`config.mk`:
```
export PLATFORM = sky130hd
export DESIGN_NAME = internal_error_status_mask
export DESIGN_NICKNAME = d
export VERILOG_FILES = /design/src/core/ierr_pkg.sv /design/src/core/ierr_edge_detect.sv /design/src/core/internal_error_status_mask.sv
export SDC_FILE = /design/constraint.sdc
export NUM_CORES = 1
export LEC_CHECK = 0
export BUFFER_PORTS_ARGS = -buffer_cell sky130_fd_sc_hd__buf_2
export CAP_MARGIN = 25
export CORE_UTILIZATION = 52
export DETAILED_ROUTE_END_ITERATION = 8
export HOLD_SLACK_MARGIN = 0.15
export MAX_ROUTING_LAYER = met4
export PLACE_DENSITY = 0.9
export REMOVE_ABC_BUFFERS = 1
export SLEW_MARGIN = 25
export SYNTH_ARGS = -nofsm -noshare
export SYNTH_HDL_FRONTEND = slang
export SYNTH_SLANG_ARGS = --single-unit
```
`constraint.sdc`:
```
create_clock -name clk_sys_i -period 2.6 [get_ports clk_sys_i]
set_input_delay 0.13 -clock clk_sys_i [delete_from_list [all_inputs] [get_ports clk_sys_i]]
set_output_delay 0.13 -clock clk_sys_i [all_outputs]
set_load 0.05 [all_outputs]
```
`src/core/ierr_pkg.sv`:
```
// package: register map, field positions and reset values of the internal error bank
`default_nettype none
package ierr_pkg;
  localparam logic [11:0] CTRL_OFFSET    = 12'h480;
  localparam logic [11:0] STATUS_OFFSET  = 12'h484;
  localparam logic [11:0] MASK_OFFSET    = 12'h488;
  localparam logic [31:0] CTRL_RESET     = 32'h0000_0001;
  localparam logic [31:0] STATUS_RESET   = 32'h0000_0000;
  localparam logic [31:0] MASK_RESET     = 32'h0000_0000;
  localparam int          EVENT_COUNT    = 19;
  localparam logic [18:0] EVENT_BITS     = 19'h7FFF7;
  localparam int          REPORT_EN_BIT  = 0;
  localparam int          BIT_IN_POSTED  = 0;
  localparam int          BIT_IN_NONPOST = 1;
  localparam int          BIT_IN_CPL     = 2;
  localparam int          BIT_OUT_POSTED = 4;
  localparam int          BIT_OUT_NONPOST= 5;
  localparam int          BIT_OUT_CPL    = 6;
  localparam int          BIT_IN_DAT_SBE = 7;
  localparam int          BIT_IN_DAT_DBE = 8;
  localparam int          BIT_IN_CTL_SBE = 9;
  localparam int          BIT_IN_CTL_DBE = 10;
  localparam int          BIT_OUT_DAT_SBE= 11;
  localparam int          BIT_OUT_DAT_DBE= 12;
  localparam int          BIT_OUT_CTL_SBE= 13;
  localparam int          BIT_OUT_CTL_DBE= 14;
  localparam int          BIT_PARITY     = 15;
  localparam int          BIT_UNRELIABLE = 16;
  localparam int          BIT_RPL_SBE    = 17;
  localparam int          BIT_RPL_DBE    = 18;
endpackage
`default_nettype wire

```
`src/core/ierr_edge_detect.sv`:
```
// rising-edge detector for the unreliable-link level flag
`default_nettype none
module ierr_edge_detect
  import ierr_pkg::*;
(
  // clock and reset
  input  wire logic clk_sys_i,
  input  wire logic rst_n_i,
  // level in, pulse out
  input  wire logic level_i,
  output logic      rise_o
);
  typedef struct packed {
    logic prev;
  } edge_state_t;

  edge_state_t state_q;
  edge_state_t state_d;

  always_comb begin
    state_d      = state_q;
    state_d.prev = level_i;
  end

  assign rise_o = level_i & ~state_q.prev;

  always_ff @(posedge clk_sys_i) begin
    if (!rst_n_i) begin
      state_q <= '0;
    end else begin
      state_q <= state_d;
    end
  end
endmodule
`default_nettype wire

```
`src/core/internal_error_status_mask.sv`:
```
// internal error status/mask register bank with classic wishbone slave
// Functional notes
// - inbound buffer timeouts set bits 0-2
// - outbound buffer timeouts set bits 4-6
// - inbound data RAM ECC sets 7, 8
// - inbound control RAM ECC sets 9, 10
// - outbound data RAM ECC sets 11, 12
// - outbound control RAM ECC sets 13, 14
// - datapath parity error sets bit 15
// - unreliable link flag rising sets 16
// - replay control RAM ECC sets 17, 18
// - status at 0x484, sticky, write-one clears
// - mask at 0x488, read-write, resets zero
// - set mask bit blocks its report
// - status records events regardless of mask
// - report output only while control bit 0 set, unmasked vector ungated
// - mask bit for every event bit
`default_nettype none
module internal_error_status_mask
  import ierr_pkg::*;
(
  // clock and fundamental reset
  input  wire logic        clk_sys_i,
  input  wire logic        rst_n_i,
  // wishbone slave
  input  wire logic        wb_cyc_i,
  input  wire logic        wb_stb_i,
  input  wire logic        wb_we_i,
  input  wire logic [11:0] wb_adr_i,
  input  wire logic [3:0]  wb_sel_i,
  input  wire logic [31:0] wb_dat_i,
  output logic      [31:0] wb_dat_o,
  output logic             wb_ack_o,
  // error detector pulses and the unreliable link flag level
  input  wire logic        inbound_posted_timeout_i,
  input  wire logic        inbound_nonposted_timeout_i,
  input  wire logic        inbound_completion_timeout_i,
  input  wire logic        outbound_posted_timeout_i,
  input  wire logic        outbound_nonposted_timeout_i,
  input  wire logic        outbound_completion_timeout_i,
  input  wire logic        inbound_data_single_ecc_i,
  input  wire logic        inbound_data_double_ecc_i,
  input  wire logic        inbound_ctrl_single_ecc_i,
  input  wire logic        inbound_ctrl_double_ecc_i,
  input  wire logic        outbound_data_single_ecc_i,
  input  wire logic        outbound_data_double_ecc_i,
  input  wire logic        outbound_ctrl_single_ecc_i,
  input  wire logic        outbound_ctrl_double_ecc_i,
  input  wire logic        datapath_parity_error_i,
  input  wire logic        unreliable_link_flag_i,
  input  wire logic        replay_ctrl_single_ecc_i,
  input  wire logic        replay_ctrl_double_ecc_i,
  // towards AER reporting
  output logic             internal_error_report_o,
  output logic      [31:0] internal_error_unmasked_o
);

  typedef struct packed {
    logic        ack;
    logic [31:0] rdata;
    logic [31:0] ctrl;
    logic [31:0] status;
    logic [31:0] mask;
    logic        report;
    logic [31:0] unmasked;
  } bank_state_t;

  bank_state_t state_q;
  bank_state_t state_d;

  logic        link_rise;
  logic [31:0] events;
  logic [31:0] wmask;
  logic [31:0] wdata;
  logic [31:0] valid_bits;
  logic        wr_strobe;
  logic        rd_strobe;
  logic [31:0] pending;

  // link flag is a level; only its setting counts as an event
  ierr_edge_detect u_link_edge (
    .clk_sys_i (clk_sys_i),
    .rst_n_i   (rst_n_i),
    .level_i   (unreliable_link_flag_i),
    .rise_o    (link_rise)
  );

  assign valid_bits = {13'h0000, EVENT_BITS};

  always_comb begin
    events = '0;
    events[BIT_IN_POSTED]   = inbound_posted_timeout_i;
    events[BIT_IN_NONPOST]  = inbound_nonposted_timeout_i;
    events[BIT_IN_CPL]      = inbound_completion_timeout_i;
    events[BIT_OUT_POSTED]  = outbound_posted_timeout_i;
    events[BIT_OUT_NONPOST] = outbound_nonposted_timeout_i;
    events[BIT_OUT_CPL]     = outbound_completion_timeout_i;
    events[BIT_IN_DAT_SBE]  = inbound_data_single_ecc_i;
    events[BIT_IN_DAT_DBE]  = inbound_data_double_ecc_i;
    events[BIT_IN_CTL_SBE]  = inbound_ctrl_single_ecc_i;
    events[BIT_IN_CTL_DBE]  = inbound_ctrl_double_ecc_i;
    events[BIT_OUT_DAT_SBE] = outbound_data_single_ecc_i;
    events[BIT_OUT_DAT_DBE] = outbound_data_double_ecc_i;
    events[BIT_OUT_CTL_SBE] = outbound_ctrl_single_ecc_i;
    events[BIT_OUT_CTL_DBE] = outbound_ctrl_double_ecc_i;
    events[BIT_PARITY]      = datapath_parity_error_i;
    events[BIT_UNRELIABLE]  = link_rise;
    events[BIT_RPL_SBE]     = replay_ctrl_single_ecc_i;
    events[BIT_RPL_DBE]     = replay_ctrl_double_ecc_i;
  end

  // byte lanes expanded from sel
  always_comb begin
    for (int i = 0; i < 4; i++) begin
      wmask[i*8 +: 8] = {8{wb_sel_i[i]}};
    end
  end

  assign wdata     = wb_dat_i & wmask;
  // single-cycle ack; the idle cycle after ack keeps one request from acking twice
  assign wr_strobe = wb_cyc_i & wb_stb_i & wb_we_i & ~state_q.ack;
  assign rd_strobe = wb_cyc_i & wb_stb_i & ~wb_we_i & ~state_q.ack;

  always_comb begin
    state_d       = state_q;
    state_d.ack   = wb_cyc_i & wb_stb_i & ~state_q.ack;
    state_d.rdata = '0;

    // write-one clears, then new events set
    if (wr_strobe && wb_adr_i == STATUS_OFFSET) begin
      state_d.status = state_q.status & ~wdata;
    end
    // set wins over clear, mask not consulted
    state_d.status = (state_d.status | events) & valid_bits;

    if (wr_strobe && wb_adr_i == MASK_OFFSET) begin
      // one mask bit per event bit
      state_d.mask = (state_q.mask & ~wmask) | (wdata & valid_bits);
    end
    state_d.mask = state_d.mask & valid_bits;

    if (wr_strobe && wb_adr_i == CTRL_OFFSET) begin
      state_d.ctrl[REPORT_EN_BIT] = wmask[REPORT_EN_BIT] ? wb_dat_i[REPORT_EN_BIT]
                                                         : state_q.ctrl[REPORT_EN_BIT];
    end

    if (rd_strobe) begin
      unique case (wb_adr_i)
        CTRL_OFFSET:   state_d.rdata = state_q.ctrl;
        STATUS_OFFSET: state_d.rdata = state_q.status;
        MASK_OFFSET:   state_d.rdata = state_q.mask;
        default:       state_d.rdata = '0;
      endcase
    end

    pending          = state_q.status & ~state_q.mask;
    state_d.unmasked = pending;
    state_d.report   = state_q.ctrl[REPORT_EN_BIT] & (|pending);
  end

  // only the fundamental reset clears sticky state
  always_ff @(posedge clk_sys_i) begin
    if (!rst_n_i) begin
      state_q.ack      <= 1'b0;
      state_q.rdata    <= '0;
      state_q.ctrl     <= CTRL_RESET;
      state_q.status   <= STATUS_RESET;
      state_q.mask     <= MASK_RESET;
      state_q.report   <= 1'b0;
      state_q.unmasked <= '0;
    end else begin
      state_q <= state_d;
    end
  end

  assign wb_ack_o                  = state_q.ack;
  assign wb_dat_o                  = state_q.rdata;
  assign internal_error_report_o   = state_q.report;
  assign internal_error_unmasked_o = state_q.unmasked;

endmodule
`default_nettype wire

```
==> metrics.yaml, run 1 <==
timing:
  final_max_slew_viol_count: 0
  hold_viol_final: 0
  finalSetupTns_ps: 0
  finalSetupViolCount: 0
  period_share: 0.885
  final.min_clock_period_ps: 2300
  fmax_mhz: 435
  tightest_slew_ps: 788
  slew_headroom: 0.475
  skew_ps: 8.48
  rsz0062_at_grt: "false"
status:
  status: "finished, final reports clean"
setup_path:
  worstPathArrival_ps: 2540
  r2r_setup_slack_ps: 300
  critPathMaxFanout: 22
  crit_start: "wb_ack_o"
  critPathSlowestCell: "and3_1"
  cp-start-kind: "flop"
  critPathRequiredTime_ps: 2840
  end_kind: "flop"
  rr_endpoint: "state_q[78]"
  critPathKind: "flop to flop"
  r2r_cells: 5
  slowest_delay_ps: 690
  crit-reg2reg-launch: "wb_ack_o"
  crit_chain: "and3b_1 -> and3_1 -> buf_4 -> a41oi_1 -> dlygate4sd3_1"
synthesis:
  synth_cell_types: 39
  synth.top_cell.area_share: 0.453
  synth_ff_type: "dfxtp_1"
  synth_area_leader_cell: "dfxtp_1"
  synthTopCellsByCount: "dfxtp_1, buf_4, inv_1"
  ys_ff_latch: 76
  ys_seq_area_frac: 0.453
  yosysMostFrequentCell: "dfxtp_1"
  synth-edff-count: 0
  yosysWarnings: 0
  netlist_area_sq_um: 3360
  synth-async-reset-ratio: 0
  syn-mean-instance-area_sq_um: 8.95
  netlist_instances: 375
  synth_area_leaders: "dfxtp_1, buf_4, a22oi_1, a41oi_1, o21ai_0"
routing:
  routedWlPerCell_microns: 14.2
  firstDrtPassIters: 5
  viasPerCell: 5.31
  drc: 0
  num_vias: 2920
  drt_wl_total_mm: 7.80
  drtAntennaViolNets: 0
  drt_iter0_drc: 126
grt:
  grt_pass1_vias: 2710
  grt_max_degree: 31
  overflow: 0
  gr-usage-all-layers: 0.250
  antenna_found_initial: 0
  grt_pass1_wl_mm: 12.2
flow_run:
  maxCapViolCount: 0
clocking:
  cts_buffers: 9
  worstSkewPairLatency_ps: 350
  cts_tree: "yes"
  path_clk_slew_ps: 80
  cts_setup_buffers: 0
  clockBufferDepth: 2
  clock-sinks: 76
  root_buffer: "clkbuf_8"
  cts_max_level: 3
pwr:
  intPower_mw: 2.06
  p_per_area_nw_per_um2: 661
  power.switching_uw: 708
  swShare: 0.256
  power.leakage_nw: 1.96
  p_clk_frac: 0.427
  seqPwrFrac: 0.441
  vdd_drop_max_mv: 0.420
  power_frac_comb: 0.132
finish:
  multi_input_area_sq_um: 1270
  post-route-util: 0.691
  antenna_cells: 0
  layout-drive-gt1-share: 0.248
  num-nets-final: 541
  regArea_sq_um: 1520
  num-fill-cells: 476
  syn_to_final_growth_pct: 24.8
worst_hold_path:
  hold_path_end: "wb_ack_o"
  holdCritStartpoint: "wb_cyc_i"
  hold_path.class: "input port to flop"
  worstHoldPathCells: 3
floorplan:
  start_util: 0.554
  rows: 28
  ios: 137
  design.die.area_sq_um: 6780
  die_h_microns: 82.3
  fp.dieW_microns: 82.3
  coreArea_sq_um: 6060
placed_design:
  place.gp.congestion: 0.843
  port-buffer-count: 93
  dp_hpwl_mm: 4.92
## critical path, delay by kind of cell (launching register included)
family,cells,cell delay (ps)
AOI/OAI and AO/OA,1,120
DFF,1,310
buffers and inverters,2,800
and+or+nand+nor,2,950
## metal layers
layer	up-vias	wire, microns	track usage
li1	1407	-	-
met1	1326	3270	0.291
met2	160	3670	0.396
met3	27	587	0.0527
met4	0	272	0.153
met5	-	0	-
## power by group through the flow
stage	registers [mW]	logic, mW	clock network, mW
after CTS	1.22	0.361	1.20
after global placement	1.24	0.302	0
after global routing	1.22	0.390	1.25
after detailed placement	1.25	0.306	0
final	1.22	0.366	1.18
after floorplan	1.30	0.154	0
## worst max-delay path by stage
stage,cells after the start,end,slack (ps)
2_1_floorplan,4,flop,80
3_3_place_gp,5,flop,630
3_5_place_dp,5,flop,590
4_1_cts,5,state_q[80],300
5_1_grt,5,state_q[78],140
6_report,5,state_q[78],300
## repair_timing
item / in CTS / in global routing
resized for setup: 0 / 0
endpoints found under the hold margin: 39 / 0
setup endpoints to repair: 0 / 0
hold buffers: 42 / 0
## layout make-up
cell class,count,share of cell area
timing repair buffer,143,0.226
tap,75,0.0224
multi-input combinational,215,0.303
clock buffer,10,0.0305
sequential,76,0.363
clock inverter,6,0.0326
inverter,25,0.0224
## logic make-up (layout without fill, tap and decap cells)
kind of cell	Yosys count	in the layout	synth area share
DFF	76	76	0.453
AOI/OAI and AO/OA	99	99	0.203
buffers and inverters	111	184	0.198
other	1	28	0.00112
and+or+nand+nor	87	87	0.141
muxes	1	1	0.00298
## layout by cell type (no fill, tap or decap), types with 4 or more instances in the layout
cell type,instances
a21oi_1,19
a22oi_1,17
a31oi_1,5
a41o_1,8
a41oi_1,13
and2_1,5
and3_1,9
buf_2,93
buf_4,8
bufinv_16,4
clkbuf_8,9
conb_1,28
dfxtp_1,76
dlygate4sd3_1,42
inv_1,24
nand2_1,11
nand2b_1,7
nand3_1,13
nor2_1,23
nor2b_1,5
nor3_1,6
o21a_1,4
o21ai_0,21
## per-stage QoR
stage / total power, mW / instances / hold WS [ps] / worst slack (ps) / area, sq um
finish: 2.77 / 550 / 257 / 300 / 4190
global route: 2.86 / 550 / 286 / 140 / 4190
global placement: 1.55 / 492 / 334 / 632 / 3500
detailed placement: 1.55 / 492 / 339 / 585 / 3500
CTS: 2.77 / 550 / 248 / 305 / 4190
floorplan: 1.46 / 316 / 202 / 77.2 / 2890
Note: power is estimated with default switching activity, not from simulation.
==> run 2, diff against run 1 <==
--- a/config.mk
+++ b/config.mk
@@ -7,6 +7,7 @@
 export LEC_CHECK = 0
 export BUFFER_PORTS_ARGS = -buffer_cell sky130_fd_sc_hd__buf_2
 export CAP_MARGIN = 25
+export CORE_ASPECT_RATIO = 0.9
 export CORE_UTILIZATION = 52
 export DETAILED_ROUTE_END_ITERATION = 8
 export HOLD_SLACK_MARGIN = 0.15
@@ -16,4 +17,5 @@
 export SLEW_MARGIN = 25
 export SYNTH_ARGS = -nofsm -noshare
 export SYNTH_HDL_FRONTEND = slang
+export SYNTH_HIERARCHICAL = 1
 export SYNTH_SLANG_ARGS = --single-unit
==> run 2 against run 1 <==
Core utilization fell by 2.3 points. Power shrank 14%. Clock skew grew 0.69 ps. Maximum frequency down 1.3%. Synthesized cell count unchanged. Die area increased by 0.48%. Setup slack lost 31 ps. Flip-flop and latch count did not move. Final area is 1.4% lower. Sequential power about the same. Highest routed layer unchanged. Global-route usage decreased by 1.2 points. Count of clock-buffer cells in the layout is 1 higher.
==> metrics.yaml, run 2 <==
pwr:
  p_per_area_nw_per_um2: 580  # was 661 nW/um^2
  power.leakage_nw: 1.90  # was 1.96 nW
  power_frac_comb: 0.153  # was 0.132
  vdd_drop_max_mv: 0.464  # was 0.420 mV
  intPower_mw: 1.70  # was 2.06 mW
  seqPwrFrac: 0.510  # was 0.441
  p_total_mw: 2.39  # was 2.77 mW
  swShare: 0.291  # was 0.256
  power.switching_uw: 696  # was 708 uW
  p_clk_frac: 0.338  # was 0.427
synthesis:
  netlist_area_sq_um: 3370  # was 3360 sq um
  synth-edff-count: 0  # unchanged
  synth_area_leaders: "dfxtp_1, buf_4, a22oi_1, a41oi_1, o21ai_0"  # unchanged
  synth_cell_types: 40  # was 39
  netlist_instances: 375  # unchanged
  synthTopCellsByCount: "dfxtp_1, buf_4, inv_1"  # unchanged
  yosysWarnings: 6  # was 0
  synth.top_cell.area_share: 0.451  # was 0.453
  syn-mean-instance-area_sq_um: 8.99  # was 8.95 sq um
  synth_area_leader_cell: "dfxtp_1"  # unchanged
  yosysMostFrequentCell: "dfxtp_1"  # unchanged
  synth_ff_type: "dfxtp_1"  # unchanged
  synth-async-reset-ratio: 0  # unchanged
  ys_ff_latch: 76  # unchanged
  ys_seq_area_frac: 0.451  # was 0.453
finish:
  antenna_cells: 0  # unchanged
  layout-drive-gt1-share: 0.249  # was 0.248
  num-fill-cells: 493  # was 476
  syn_to_final_growth_pct: 22.4  # was 24.8%
  post-route-util: 0.668  # was 0.691
  final_common_cell: "buf_2"  # unchanged
  layout_common_cells: "buf_2, dfxtp_1, dlygate4sd3_1, conb_1, inv_1"  # unchanged
  num-nets-final: 539  # was 541
routing:
  drt_iter0_drc: 256  # was 126
  num_vias: 2944  # was 2920
  drc: 0  # unchanged
  firstDrtPassIters: 5  # unchanged
  drt_wl_total_mm: 7.65  # was 7.80 mm
  drtAntennaViolNets: 0  # unchanged
  routedWlPerCell_microns: 13.7  # was 14.2 microns
  viasPerCell: 5.26  # was 5.31
floorplan:
  die_h_microns: 78.4  # was 82.3 microns
  start_util: 0.545  # was 0.554
  ios: 137  # unchanged
  design.die.area_sq_um: 6810  # was 6780 sq um
  coreArea_sq_um: 6180  # was 6060 sq um
  fp.dieW_microns: 86.9  # was 82.3 microns
  rows: 27  # was 28
grt:
  antenna_found_initial: 0  # unchanged
  grt_pass1_vias: 2638  # was 2710
  gr-usage-all-layers: 0.239  # was 0.250
  grt_pass1_wl_mm: 12.2  # about the same
  grt_max_degree: 49  # was 31
  overflow: 0  # unchanged
clocking:
  clockBufferDepth: 2  # unchanged
  clock-sinks: 76  # unchanged
  cts_tree: "yes"  # unchanged
  cts_buffers: 9  # unchanged
  ctsResizeCount: 0  # unchanged
  cts_max_level: 3  # unchanged
  worstSkewPairLatency_ps: 350  # about the same
  root_buffer: "clkbuf_8"  # unchanged
  path_clk_slew_ps: 80  # about the same
setup_path:
  critPathKind: "flop to flop"  # unchanged
  critPathMaxFanout: 19  # was 22
  end_kind: "flop"  # unchanged
  worstPathArrival_ps: 2570  # was 2540 ps
  cp_top_family: "simple AND/OR/NAND/NOR gates"  # unchanged
  critPathRequiredTime_ps: 2840  # about the same
  critPathSlowestCell: "and3_1"  # unchanged
  slowest_delay_ps: 660  # was 690 ps
  cp_num_buf_inv: 2  # unchanged
  crit_chain: "and3b_1 -> and3_1 -> buf_4 -> a41oi_1 -> dlygate4sd3_1"  # unchanged
  cp-start-kind: "flop"  # unchanged
timing:
  slew_headroom: 0.477  # was 0.475
  hold_viol_final: 0  # unchanged
  final_max_slew_viol_count: 0  # unchanged
  skew_ps: 9.18  # was 8.48 ps
  fmax_mhz: 429  # was 435 MHz
  finalSetupViolCount: 0  # unchanged
  rsz0062_at_grt: "false"  # unchanged
  period_share: 0.896  # was 0.885
  tightest_slew_ps: 764  # was 788 ps
  final.min_clock_period_ps: 2330  # was 2300 ps
  holdWs_ps: 260  # was 257 ps
  finalSetupTns_ps: 0  # unchanged
placed_design:
  port-buffer-count: 93  # unchanged
  place.gp.congestion: 0.858  # was 0.843
  dp_hpwl_mm: 4.87  # was 4.92 mm
worst_hold_path:
  hold_path.class: "input port to flop"  # unchanged
flow_run:
  maxCapViolCount: 0  # unchanged
status:
  status: "finished, final reports clean"  # unchanged
==> run 2: final timing paths <==
check | start | end | slack [ps] | cells past startpoint
setup / recovery | wb_ack_o | state_q[76] | 270 | 5
hold / removal | wb_cyc_i | wb_ack_o | 260 | 3
setup reg to reg | wb_ack_o | state_q[76] | 270 | 5
hold reg to reg | state_q[97] | internal_error_report_o | 480 | 2
==> run 2: timing repair <==
| item | 4_1_cts | 5_1_grt |
|---|---|---|
| hold buffers | 41 | 0 |
| buffers inserted | 0 | 0 |
| endpoints found under the hold margin | 40 | 0 |
| endpoints found under the setup margin | 0 | 0 |
==> run 2: cell type report <==
| cell class | count | area, sq um | area share |
|---|---|---|---|
| clock inverters | 5 | 36.3 | 0.00879 |
| repair buffers | 141 | 941 | 0.228 |
| inverters | 25 | 93.8 | 0.0227 |
| well taps | 87 | 109 | 0.0264 |
| flip-flops and latches | 76 | 1520 | 0.368 |
| multi-input cells | 215 | 1290 | 0.312 |
| clock buffers | 11 | 141 | 0.0342 |
==> run 2: logic make-up after synthesis <==
| group | synth area share |
|---|---|
| flip-flops | 0.451 |
| multiplexers | 0.00297 |
| buffers and inverters | 0.197 |
| other | 0.00111 |
| AO/OA/AOI/OAI | 0.204 |
| AND/OR/NAND/NOR | 0.143 |
==> run 2: per-layer routing <==
layer / routed length (microns) / share of wire / up-vias / track usage
met3: 639 / 0.084 / 20 / 0.0694
met2: 3680 / 0.48 / 180 / 0.385
met1: 3170 / 0.41 / 1343 / 0.278
li1: - / - / 1401 / -
met4: 167 / 0.022 / 0 / 0.0967
met5: 0 / 0 / - / -
==> run 2: metrics by stage <==
stage               cell area, sq um  worst slack [ps]  std cells
global route                    4130               156        560
CTS                             4130               330        560
finish                          4130               269        560
floorplan                       2900              77.2        316
detailed placement              3540               489        503
global placement                3540               548        503
==> run 2: worst register-to-register path, stage by stage, from the launching register on <==
cell           delay, ps
dfxtp_1              320
and3b_1              270
and3_1               660
buf_4                260
a41oi_1              130
dlygate4sd3_1        590
==> run 2: power groups by stage <==
| stage | clock [mW] | combinational [mW] | sequential (mW) |
|---|---|---|---|
| final | 0.808 | 0.365 | 1.22 |
| after global routing | 0.868 | 0.389 | 1.22 |
| after CTS | 0.817 | 0.360 | 1.22 |
| after detailed placement | 0 | 0.307 | 1.25 |
| after global placement | 0 | 0.302 | 1.24 |
| after floorplan | 0 | 0.155 | 1.30 |
